File: src/ssc_pkg.sv
/*
  Shared constants and carrier types of the software style block.
  Assumes a single clock domain and an APB register port.
*/
package ssc_pkg;
  localparam int ADDR_W = 8;
  localparam int DATA_W = 32;
  // Register byte offsets
  localparam logic [7:0] OFS_STYLE_PRI = 8'h00;
  localparam logic [7:0] OFS_STYLE_ALIAS = 8'h04;
  localparam logic [7:0] OFS_CTRL = 8'h08;
  localparam logic [7:0] OFS_INIT_HI = 8'h0C;
  localparam logic [7:0] OFS_IRQ_STAT = 8'h10;
  localparam logic [7:0] OFS_IRQ_MASK = 8'h14;
  // Style register fields
  localparam int STYLE_LSB = 0;
  localparam int STYLE_W = 8;
  localparam int WIDE_BIT = 8;
  localparam int PAR_EN_BIT = 10;
  // Control register fields
  localparam int CTRL_STOP_BIT = 0;
  localparam int CTRL_SUSP_BIT = 1;
  localparam int CTRL_IOW_BIT = 2;
  // Style codes
  localparam logic [7:0] STYLE_LEGACY = 8'h00;
  localparam logic [7:0] STYLE_RES1 = 8'h01;
  localparam logic [7:0] STYLE_WIDE = 8'h02;
  localparam logic [7:0] STYLE_WIDE_BURST = 8'h03;
  // Reset values
  localparam logic [7:0] STYLE_RST = 8'h00;
  localparam logic [7:0] INIT_HI_RST = 8'h00;
  localparam logic [31:0] DATA_ZERO = 32'h0000_0000;
  // Master address split
  localparam int HI_LSB = 24;
  localparam int HI_W = 8;
  // Interrupt events
  localparam int EV_REJECT = 0;
  localparam int EV_BUF_PAR = 1;
  localparam int EV_OTHER_PAR = 2;
  localparam int EV_N = 3;

  typedef enum logic [1:0] {
    PH_IDLE = 2'b01,
    PH_ACC = 2'b10
  } ssc_phase_t;

  typedef struct packed {
    logic dataErr;
    logic addrErr;
    logic asTarget;
    logic onRx;
  } ssc_par_ev_t;

  typedef struct packed {
    logic req;
    logic [31:0] ptr;
  } ssc_mst_t;

  typedef struct packed {
    logic wide;
    logic burstDesc;
    logic reserved;
  } ssc_layout_t;

  typedef struct packed {
    ssc_phase_t phase;
    logic [7:0] style;
    logic parEn;
    logic stop;
    logic susp;
    logic ioWide;
    logic [7:0] initHigh;
    logic [31:0] rdata;
    logic bpeRx;
    logic bpeTx;
    logic parRep;
  } ssc_regs_t;

  typedef struct packed {
    logic [EV_N-1:0] status;
    logic [EV_N-1:0] mask;
    logic irq;
  } ssc_irq_t;

  typedef struct packed {
    logic [31:0] addr;
    logic valid;
  } ssc_addr_t;
endpackage : ssc_pkg

File: src/ssc_sticky_irq.sv
/*
  Sticky event status, mask and level interrupt.
  Assumes events are one-cycle pulses on the block clock.
*/
`timescale 1ns/1ps
module ssc_sticky_irq
  import ssc_pkg::*;
(
  // Clock and reset
  input wire logic clk,
  input wire logic rst_n,
  // Events and software access
  input wire logic [ssc_pkg::EV_N-1:0] ev,
  input wire logic clrEn,
  input wire logic [ssc_pkg::EV_N-1:0] clrBits,
  input wire logic maskWe,
  input wire logic [ssc_pkg::EV_N-1:0] maskIn,
  // Results
  output ssc_pkg::ssc_irq_t irqState
);
  import ssc_pkg::*;

  ssc_irq_t q;
  ssc_irq_t next_q;

  always_comb
  begin
    next_q = q;
    // Set beats a clear in the same cycle
    if (clrEn)
    begin
      next_q.status = q.status & ~clrBits;
    end
    next_q.status = next_q.status | ev;
    if (maskWe)
    begin
      next_q.mask = maskIn;
    end
    next_q.irq = |(next_q.status & next_q.mask);
  end

  always_ff @(posedge clk or negedge rst_n)
  begin
    if (!rst_n)
    begin
      q <= '0;
    end
    else
    begin
      q <= next_q;
    end
  end

  assign irqState = q;

  property p_evSticks;
    @(posedge clk) disable iff (!rst_n)
      ev[EV_REJECT] |=> q.status[EV_REJECT];
  endproperty
  a_evSticks: assert property (p_evSticks)
    else $error("event did not set its status bit");
endmodule : ssc_sticky_irq

File: src/ssc_addr_gen.sv
/*
  Master address former: narrow styles borrow the stored top byte.
  Assumes pointer requests arrive as one-cycle strobes.
*/
`timescale 1ns/1ps
module ssc_addr_gen
  import ssc_pkg::*;
(
  // Clock and reset
  input wire logic clk,
  input wire logic rst_n,
  // Request and mode
  input ssc_pkg::ssc_mst_t mstReq,
  input wire logic wide,
  input wire logic [7:0] initHigh,
  // Address out
  output ssc_pkg::ssc_addr_t busAddr,
  output logic busAddrOe
);
  import ssc_pkg::*;

  ssc_addr_t q;
  ssc_addr_t next_q;

  always_comb
  begin
    next_q = q;
    next_q.valid = mstReq.req;
    if (mstReq.req)
    begin
      if (wide)
      begin
        next_q.addr = mstReq.ptr;
      end
      else
      begin
        // Narrow structures carry only 24 address bits
        next_q.addr = {initHigh, mstReq.ptr[HI_LSB-1:0]};
      end
    end
  end

  always_ff @(posedge clk or negedge rst_n)
  begin
    if (!rst_n)
    begin
      q <= '0;
    end
    else
    begin
      q <= next_q;
    end
  end

  assign busAddr = q;
  assign busAddrOe = 1'b1;

  property p_narrowHigh;
    @(posedge clk) disable iff (!rst_n)
      (mstReq.req && !wide) |=>
        busAddr.addr[HI_LSB+HI_W-1:HI_LSB] == $past(initHigh);
  endproperty
  a_narrowHigh: assert property (p_narrowHigh)
    else $error("narrow address top byte wrong");

  property p_widePtr;
    @(posedge clk) disable iff (!rst_n)
      (mstReq.req && wide) |=>
        (busAddr.addr == $past(mstReq.ptr)) && busAddr.valid;
  endproperty
  a_widePtr: assert property (p_widePtr)
    else $error("wide address not taken from pointer");
endmodule : ssc_addr_gen

File: src/ssc_style_regs.sv
/*
  Software style register bank with APB slave, parity steering,
  master address forming and a sticky interrupt.
  Assumes an APB master on clk and pointer and parity strobes
  from the DMA engine in the same domain.
*/
// Local design decisions: the address map and the APB interface to the registers.
`timescale 1ns/1ps
// Notes on behaviour
// - Primary and alias reach the same storage
// - Enabled master data parity flags descriptor
// - Address and target parity always reported
// - Parity enable writable only halted or suspended
// - Wide flag derived from style, read-only
// - Wide flag selects descriptor format width
// - Narrow mode takes stored top address byte
// - Wide mode uses full pointers
// - Upper address lines always driven
// - I/O width from its own bit
// - Style alters only layout-related behaviour
// - Style resets to zero, halted writes only
// - Reserved bits written zero, read zero
// - Decode codes 0, 2, 3; rest reserved (code 1 is flagged reserved but also decodes as wide)
module ssc_style_regs
  import ssc_pkg::*;
(
  // Clock and reset
  input wire logic clk,
  input wire logic rst_n,
  // APB slave
  input wire logic psel,
  input wire logic penable,
  input wire logic pwrite,
  input wire logic [ssc_pkg::ADDR_W-1:0] paddr,
  input wire logic [ssc_pkg::DATA_W-1:0] pwdata,
  output logic [ssc_pkg::DATA_W-1:0] prdata,
  output logic pready,
  output logic pslverr,
  // Parity events and descriptor flag strobes
  input ssc_pkg::ssc_par_ev_t parEv,
  output logic bpeSetRx,
  output logic bpeSetTx,
  output logic parReport,
  // Master addressing
  input ssc_pkg::ssc_mst_t mstReq,
  output ssc_pkg::ssc_addr_t busAddr,
  output logic busAddrOe,
  // Mode outputs
  output ssc_pkg::ssc_layout_t layout,
  output logic ioWide,
  output logic halted,
  // Interrupt
  output logic irq
);
  import ssc_pkg::*;

  ssc_regs_t q;
  ssc_regs_t next_q;
  ssc_irq_t irqState;
  ssc_layout_t lay;
  logic access;
  logic wrEn;
  logic styleHit;
  logic mapped;
  logic canWrite;
  logic rejectEv;
  logic masterData;
  logic bpeEv;
  logic otherEv;
  logic [EV_N-1:0] events;
  logic [DATA_W-1:0] styleWord;
  logic [DATA_W-1:0] readVal;

  // Style decode
  always_comb
  begin
    lay.wide = (q.style == STYLE_RES1) || (q.style == STYLE_WIDE)
      || (q.style == STYLE_WIDE_BURST);
    lay.burstDesc = (q.style == STYLE_WIDE_BURST);
    lay.reserved = (q.style != STYLE_LEGACY)
      && (q.style != STYLE_WIDE)
      && (q.style != STYLE_WIDE_BURST);
  end

  // Only layout signals depend on style
  assign layout = lay;
  assign ioWide = q.ioWide;
  assign halted = q.stop || q.susp;
  assign canWrite = q.stop || q.susp;

  // Bus decode
  assign access = psel && penable;
  assign pready = (q.phase == PH_ACC);
  assign wrEn = access && pready && pwrite;
  assign styleHit = (paddr == OFS_STYLE_PRI)
    || (paddr == OFS_STYLE_ALIAS);
  assign mapped = styleHit || (paddr == OFS_CTRL)
    || (paddr == OFS_INIT_HI) || (paddr == OFS_IRQ_STAT)
    || (paddr == OFS_IRQ_MASK);
  assign pslverr = access && pready && !mapped;
  assign prdata = q.rdata;

  // Reserved bits read back as zero
  always_comb
  begin
    styleWord = DATA_ZERO;
    styleWord[STYLE_LSB +: STYLE_W] = q.style;
    styleWord[WIDE_BIT] = lay.wide;
    styleWord[PAR_EN_BIT] = q.parEn;
  end

  always_comb
  begin
    readVal = DATA_ZERO;
    if (styleHit)
    begin
      readVal = styleWord;
    end
    else if (paddr == OFS_CTRL)
    begin
      readVal[CTRL_STOP_BIT] = q.stop;
      readVal[CTRL_SUSP_BIT] = q.susp;
      readVal[CTRL_IOW_BIT] = q.ioWide;
    end
    else if (paddr == OFS_INIT_HI)
    begin
      readVal[HI_W-1:0] = q.initHigh;
    end
    else if (paddr == OFS_IRQ_STAT)
    begin
      readVal[EV_N-1:0] = irqState.status;
    end
    else if (paddr == OFS_IRQ_MASK)
    begin
      readVal[EV_N-1:0] = irqState.mask;
    end
  end

  // Parity steering
  assign masterData = parEv.dataErr && !parEv.asTarget;
  assign bpeEv = masterData && q.parEn;
  // Without the enable, master data errors fall back to plain report
  assign otherEv = parEv.addrErr
    || (parEv.dataErr && parEv.asTarget)
    || (masterData && !q.parEn);
  assign rejectEv = wrEn && styleHit && !canWrite;

  always_comb
  begin
    events = '0;
    events[EV_REJECT] = rejectEv;
    events[EV_BUF_PAR] = bpeEv;
    events[EV_OTHER_PAR] = otherEv;
  end

  always_comb
  begin
    next_q = q;
    next_q.bpeRx = bpeEv && parEv.onRx;
    next_q.bpeTx = bpeEv && !parEv.onRx;
    next_q.parRep = otherEv;
    unique case (q.phase)
      PH_IDLE:
      begin
        if (psel && !penable)
        begin
          next_q.rdata = readVal;
          next_q.phase = PH_ACC;
        end
      end
      PH_ACC:
      begin
        next_q.phase = PH_IDLE;
      end
      default:
      begin
        next_q.phase = PH_IDLE;
      end
    endcase
    if (wrEn)
    begin
      if (styleHit && canWrite)
      begin
        // Wide flag bit is ignored on write
        next_q.style = pwdata[STYLE_LSB +: STYLE_W];
        next_q.parEn = pwdata[PAR_EN_BIT];
      end
      if (paddr == OFS_CTRL)
      begin
        next_q.stop = pwdata[CTRL_STOP_BIT];
        next_q.susp = pwdata[CTRL_SUSP_BIT];
        next_q.ioWide = pwdata[CTRL_IOW_BIT];
      end
      if (paddr == OFS_INIT_HI)
      begin
        next_q.initHigh = pwdata[HI_W-1:0];
      end
    end
  end

  // Only hardware reset clears the style; soft stop keeps it
  always_ff @(posedge clk or negedge rst_n)
  begin
    if (!rst_n)
    begin
      q.phase <= PH_IDLE;
      q.style <= STYLE_RST;
      q.parEn <= 1'b0;
      q.stop <= 1'b1;
      q.susp <= 1'b0;
      q.ioWide <= 1'b0;
      q.initHigh <= INIT_HI_RST;
      q.rdata <= DATA_ZERO;
      q.bpeRx <= 1'b0;
      q.bpeTx <= 1'b0;
      q.parRep <= 1'b0;
    end
    else
    begin
      q <= next_q;
    end
  end

  assign bpeSetRx = q.bpeRx;
  assign bpeSetTx = q.bpeTx;
  assign parReport = q.parRep;
  assign irq = irqState.irq;

  ssc_sticky_irq u_irq (
    .clk(clk),
    .rst_n(rst_n),
    .ev(events),
    .clrEn(wrEn && (paddr == OFS_IRQ_STAT)),
    .clrBits(pwdata[EV_N-1:0]),
    .maskWe(wrEn && (paddr == OFS_IRQ_MASK)),
    .maskIn(pwdata[EV_N-1:0]),
    .irqState(irqState)
  );

  ssc_addr_gen u_addr (
    .clk(clk),
    .rst_n(rst_n),
    .mstReq(mstReq),
    .wide(lay.wide),
    .initHigh(q.initHigh),
    .busAddr(busAddr),
    .busAddrOe(busAddrOe)
  );

  property p_aliasRead;
    @(posedge clk) disable iff (!rst_n)
      (psel && !penable && pready == 1'b0
        && paddr == OFS_STYLE_ALIAS)
      |=> prdata[STYLE_W-1:0] == $past(q.style);
  endproperty
  a_aliasRead: assert property (p_aliasRead)
    else $error("alias read differs from style storage");

  property p_aliasWrite;
    @(posedge clk) disable iff (!rst_n)
      (wrEn && paddr == OFS_STYLE_ALIAS && canWrite)
      |=> q.style == $past(pwdata[STYLE_W-1:0]);
  endproperty
  a_aliasWrite: assert property (p_aliasWrite)
    else $error("alias write did not reach style storage");

  property p_rejectKeeps;
    @(posedge clk) disable iff (!rst_n)
      (wrEn && styleHit && !canWrite)
      |=> $stable(q.style) && $stable(q.parEn)
        && irqState.status[EV_REJECT];
  endproperty
  a_rejectKeeps: assert property (p_rejectKeeps)
    else $error("running-state write changed style");

  property p_parEnWrite;
    @(posedge clk) disable iff (!rst_n)
      (wrEn && styleHit && canWrite)
      |=> q.parEn == $past(pwdata[PAR_EN_BIT]);
  endproperty
  a_parEnWrite: assert property (p_parEnWrite)
    else $error("parity enable not written while halted");

  property p_wideRead;
    @(posedge clk) disable iff (!rst_n)
      (pready && styleHit && access && !pwrite)
      |-> prdata[WIDE_BIT] == ((prdata[STYLE_W-1:0] == STYLE_WIDE)
        || (prdata[STYLE_W-1:0] == STYLE_WIDE_BURST)
        || (prdata[STYLE_W-1:0] == STYLE_RES1));
  endproperty
  a_wideRead: assert property (p_wideRead)
    else $error("wide flag does not match style");

  property p_bpeSet;
    @(posedge clk) disable iff (!rst_n)
      (parEv.dataErr && !parEv.asTarget && q.parEn && parEv.onRx)
      |=> bpeSetRx && !bpeSetTx;
  endproperty
  a_bpeSet: assert property (p_bpeSet)
    else $error("receive buffer parity flag not raised");

  property p_addrParity;
    @(posedge clk) disable iff (!rst_n)
      (parEv.addrErr || (parEv.dataErr && parEv.asTarget))
      |=> parReport ##1 irqState.status[EV_OTHER_PAR];
  endproperty
  a_addrParity: assert property (p_addrParity)
    else $error("address or target parity not reported");

  property p_rsvdZero;
    @(posedge clk) disable iff (!rst_n)
      (pready && styleHit && access && !pwrite)
      |-> prdata[DATA_W-1:PAR_EN_BIT+1] == '0 && !prdata[WIDE_BIT+1];
  endproperty
  a_rsvdZero: assert property (p_rsvdZero)
    else $error("reserved style bits not zero");

  property p_bpeTxSet;
    @(posedge clk) disable iff (!rst_n)
      (parEv.dataErr && !parEv.asTarget && q.parEn && !parEv.onRx)
      |=> bpeSetTx && !bpeSetRx;
  endproperty
  a_bpeTxSet: assert property (p_bpeTxSet)
    else $error("transmit buffer parity flag not raised");

  // Flag must stay quiet without the enable
  property p_bpeGated;
    @(posedge clk) disable iff (!rst_n)
      !q.parEn |=> !bpeSetRx && !bpeSetTx;
  endproperty
  a_bpeGated: assert property (p_bpeGated)
    else $error("buffer parity flag raised while disabled");

  property p_legacyLayout;
    @(posedge clk) disable iff (!rst_n)
      (q.style == STYLE_LEGACY)
      |-> !layout.wide && !layout.burstDesc && !layout.reserved;
  endproperty
  a_legacyLayout: assert property (p_legacyLayout)
    else $error("legacy style decoded as wide or reserved");

  property p_styleHeld;
    @(posedge clk) disable iff (!rst_n)
      !(wrEn && styleHit && canWrite)
      |=> $stable(q.style) && $stable(q.parEn);
  endproperty
  a_styleHeld: assert property (p_styleHeld)
    else $error("style changed without an allowed write");
endmodule : ssc_style_regs

File: config.mk
export PLATFORM = sky130hd
export DESIGN_NAME = ssc_style_regs
export DESIGN_NICKNAME = d
export VERILOG_FILES = /design/src/ssc_pkg.sv /design/src/ssc_sticky_irq.sv /design/src/ssc_addr_gen.sv /design/src/ssc_style_regs.sv
export SDC_FILE = /design/constraint.sdc
export NUM_CORES = 1
export LEC_CHECK = 0
export BUFFER_PORTS_ARGS = -buffer_cell sky130_fd_sc_hd__buf_2
export CORE_ASPECT_RATIO = 1.5
export CORE_MARGIN = 4
export CORE_UTILIZATION = 40
export DETAILED_ROUTE_END_ITERATION = 6
export PLACE_DENSITY_LB_ADDON = 0.08
export SYNTH_ARGS = -nofsm -noshare
export SYNTH_HDL_FRONTEND = slang
export SYNTH_SLANG_ARGS = --single-unit
File: constraint.sdc
create_clock -name clk -period 3.15 [get_ports clk]
set_input_delay 0.1575 -clock clk [delete_from_list [all_inputs] [get_ports clk]]
set_output_delay 0.1575 -clock clk [all_outputs]
set_load 0.005 [all_outputs]
==> run_results.csv <==
group,metric,value,unit
run_status,status,"complete, but fails checks",
run_status,violations,"negative hold slack",
die,initial_utilization,0.409,
power_and_ir_drop,leakagePower,2.12,nW
setup_path,r2r-start,"q[54]$_DFFE_PN0P_",
die,num_rows,41,
power_and_ir_drop,p_per_area,539,nW/um^2
clock_tree,clock_latency,0.33,ns
clock_tree,cts_tree,"done",
yosys,synth_fa_ha_area_frac,0,
die,core,8360,um^2
setup_path,crit_type,"reg -> out",
sta,slew_viol_final,0,
die,die_area,10100,um^2
final_layout,fin_nets,473,
yosys,syn_area,3420,um^2
yosys,synth_edf_count,0,
yosys,netlist_instances,287,
global_route,gr-total-overflow,0,
route,vias_per_cell,4.77,
placement,postPlaceCellArea,3920,um^2
yosys,synthArstFlopShare,1.00,
global_route,grt_pass1_wl,12.0,mm
die,ios,159,
route,antenna_left,0,
sta,maxSlewHeadroom,0.290,
clock_tree,cts_root_buf,"clkbuf_16",
power_and_ir_drop,finalPower,0.00227,W
sta,fin_setup_tns,0,ns
yosys,synthSimpleGateAreaFrac,0.0963,
power_and_ir_drop,switchingPower,0.000509,W
yosys,synth_compound_area_frac,0.0637,
clock_tree,path_clk_slew,0.06,ns
yosys,ys_warn_count,0,
final_layout,num_antenna_cells,0,
yosys,ys.flop_type,"dfrtp_1",
placement,dpl.hpwl,5.66,mm
power_and_ir_drop,power.internal,0.00177,W
setup_path,cp_max_fo,10,
clock_tree,cts_resized,0,
global_route,gr-usage-all-layers,0.154,
route,wirelength,7.37,mm
power_and_ir_drop,clkPwrFrac,0.439,
final_layout,design_area,4220,um^2
flow_run,cap_violations,0,
clock_tree,postCtsHoldBufs,1,
clock_tree,cts_buffers,9,
final_layout,drive_gt1_frac,0.419,
placement,place_congestion,0.758,
setup_path,critPathArrivalTime,2.18,ns
yosys,synth_cell_types,40,
yosys,synth_seq_cells,75,
power_and_ir_drop,pwr-share-seq,0.461,
global_route,antenna_found_initial,0,
setup_path,crit_start,"q[54]$_DFFE_PN0P_",
global_route,grt_max_degree,76,
setup_path,cp-end-kind,"primary output",
sta,rsz0062_at_grt,"no",
placement,portBuffers,112,
sta,max_freq,427,MHz
power_and_ir_drop,share_comb_of_total_power,0.099,
sta,worst_pin_slew,1.06,ns
route,drt-initial-drc-count,92,
route,routedWlPerCell,14.6,um
sta,skew,0.00433,ns
sta,setup_viol,0,
yosys,synth-xor-area-share,0,
clock_tree,clock_sinks,75,
hold_path,hold_path.class,"in -> async",
sta,hold_violations,25,
route,vias,2399,
power_and_ir_drop,swShare,0.224,
global_route,first_global_vias,2464,
clock_tree,clockBufferDepth,2,
yosys,synth_mux_area_frac,0.189,
route,drt_pass1_iterations,4,
sta,min_period,2.34,ns
clock_tree,postCtsSetupBuffers,0,
yosys,avgSynthCellArea,11.9,um^2
sta,holdWs,-0.0345,ns
final_layout,fin_cells,503,
yosys,seq_area_frac_synth,0.550,
final_layout,synthToLayoutAreaGrowth,23.6,%
clock_tree,cts.htree.levels,3,
die,die_height,121,um
yosys,synth_top_family_by_area,"multiplexers",
setup_path,start_kind,"register",
die,die_x,83.5,um
setup_path,required,2.99,ns
power_and_ir_drop,ir_drop,0.341,mV
route,route.detailed.drc,0,
sta,finalCritPeriodShare,0.743,
placement,dp.cells,486,
[path summary, 6_finish.rpt]
| check | end | slack, ns | cells after the start |
|---|---|---|---|
| max in group asynchronous | u_addr.busAddr[32]$_DFFE_PN0P_ | 2.58 | 1 |
| hold / removal | u_irq.irqState[3]$_DFF_PN0_ | -0.03 | 1 |
| setup / recovery | layout[2] | 0.81 | 5 |
| min in group clk | parReport$_DFF_PN0_ | 0.05 | 3 |
| hold reg to reg | prdata[10]$_DFFE_PN0P_ | 0.46 | 2 |
| setup reg to reg | u_addr.busAddr[31]$_DFFE_PN0P_ | 1.03 | 5 |
[worst max-delay path, stage by stage, from the launching register on]
cell and delay, ns:
dfrtp_1 0.40, or4_1 0.52, nor3_1 0.26, o21ai_1 0.43
inv_1 0.13, buf_2 0.12
[cell usage after synthesis (2+ instances only)]
master | n | area share
and3_1 | 3 | 0.0055
mux2_1 | 15 | 0.049
mux2_2 | 29 | 0.096
mux2i_1 | 15 | 0.044
clkbuf_1 | 5 | 0.0055
nor2b_1 | 3 | 0.0055
o22ai_1 | 2 | 0.0037
a21oi_1 | 10 | 0.015
nor3_1 | 3 | 0.0044
buf_4 | 34 | 0.075
or4b_4 | 2 | 0.0081
dfrtp_1 | 73 | 0.53
or3_1 | 2 | 0.0037
nand2_1 | 12 | 0.013
nor2_1 | 26 | 0.029
a221oi_1 | 6 | 0.015
o21ai_1 | 5 | 0.0073
conb_1 | 2 | 0.0022
o21ai_0 | 4 | 0.0059
inv_1 | 10 | 0.011
buf_2 | 3 | 0.0044
buf_1 | 2 | 0.0022
nand3_1 | 2 | 0.0029
nand4b_1 | 2 | 0.0051
dfstp_2 | 2 | 0.015
[power by group through the flow]
stage	clock network [W]	registers (W)	logic [W]
after detailed placement	0	0.00107	0.000231
after global placement	0	0.00106	0.000228
after CTS	0.00104	0.00105	0.000232
after floorplan	0	0.00107	0.000133
after global routing	0.00108	0.00106	0.000257
final	0.00100	0.00105	0.000226
[through the flow]
| stage | setup WS, ns | hold slack (ns) | util |
|---|---|---|---|
| 2_1_floorplan | 1.14 | -0.138 | - |
| 3_3_place_gp | 0.908 | 0.325 | 0.469 |
| 3_5_place_dp | 0.935 | 0.330 | 0.469 |
| 4_1_cts | 0.742 | 0.0100 | 0.505 |
| 5_1_grt | 0.628 | 0.0462 | 0.505 |
| 6_report | 0.810 | -0.0345 | 0.505 |
[kinds of logic after synthesis]
logic type             count (synthesis)
AND/OR/NAND/NOR                       62
AO/OA/AOI/OAI                         34
buffers and inverters                 55
other                                  2
multiplexers                          59
flip-flops                            75
[flip-flops by register name (all words and copies together), names as in the netlist]
| signal | cells |
|---|---|
| bpeSetRx | 1 |
| u_addr.busAddr | 33 |
| bpeSetTx | 1 |
| prdata | 10 |
| parReport | 1 |
| ioWide | 1 |
| u_irq.irqState | 7 |
| q | 21 |
[cells in the final DEF, fill, tap and decap left out, types with 2 or more instances in the layout]
master     instances
a21oi_1           10
a221oi_1           6
and3_1             3
buf_2            111
buf_4              4
clkbuf_16          9
clkinv_2           3
conb_1            23
dfrtp_1           73
dfstp_2            2
inv_1             10
mux2_1            15
mux2_2            29
mux2i_1           15
nand2_1           12
nand3_1            2
nand4b_1           2
nor2_1            26
nor2b_1            3
nor3_1             3
o21ai_0            4
o21ai_1            5
o22ai_1            2
or3_1              2
or4b_4             2
[layout make-up]
type,instances,area (um^2)
clock inverter,5,52.6
tap,107,134
sequential,75,1880
fill,797,4140
timing repair buffer,116,596
multi-input combinational,178,1280
inverter,11,41.3
clock buffer,11,243
[per-layer routing]
layer  routed length [um]  GRT usage  vias to the layer above
met4                  154     0.0704                        0
met2                 3700      0.253                       96
met3                  644     0.0645                       11
met1                 2870      0.174                     1140
met5                    0          0                        -
li1                     -          -                     1152
No activity file was read; power rests on OpenSTA's default activity.
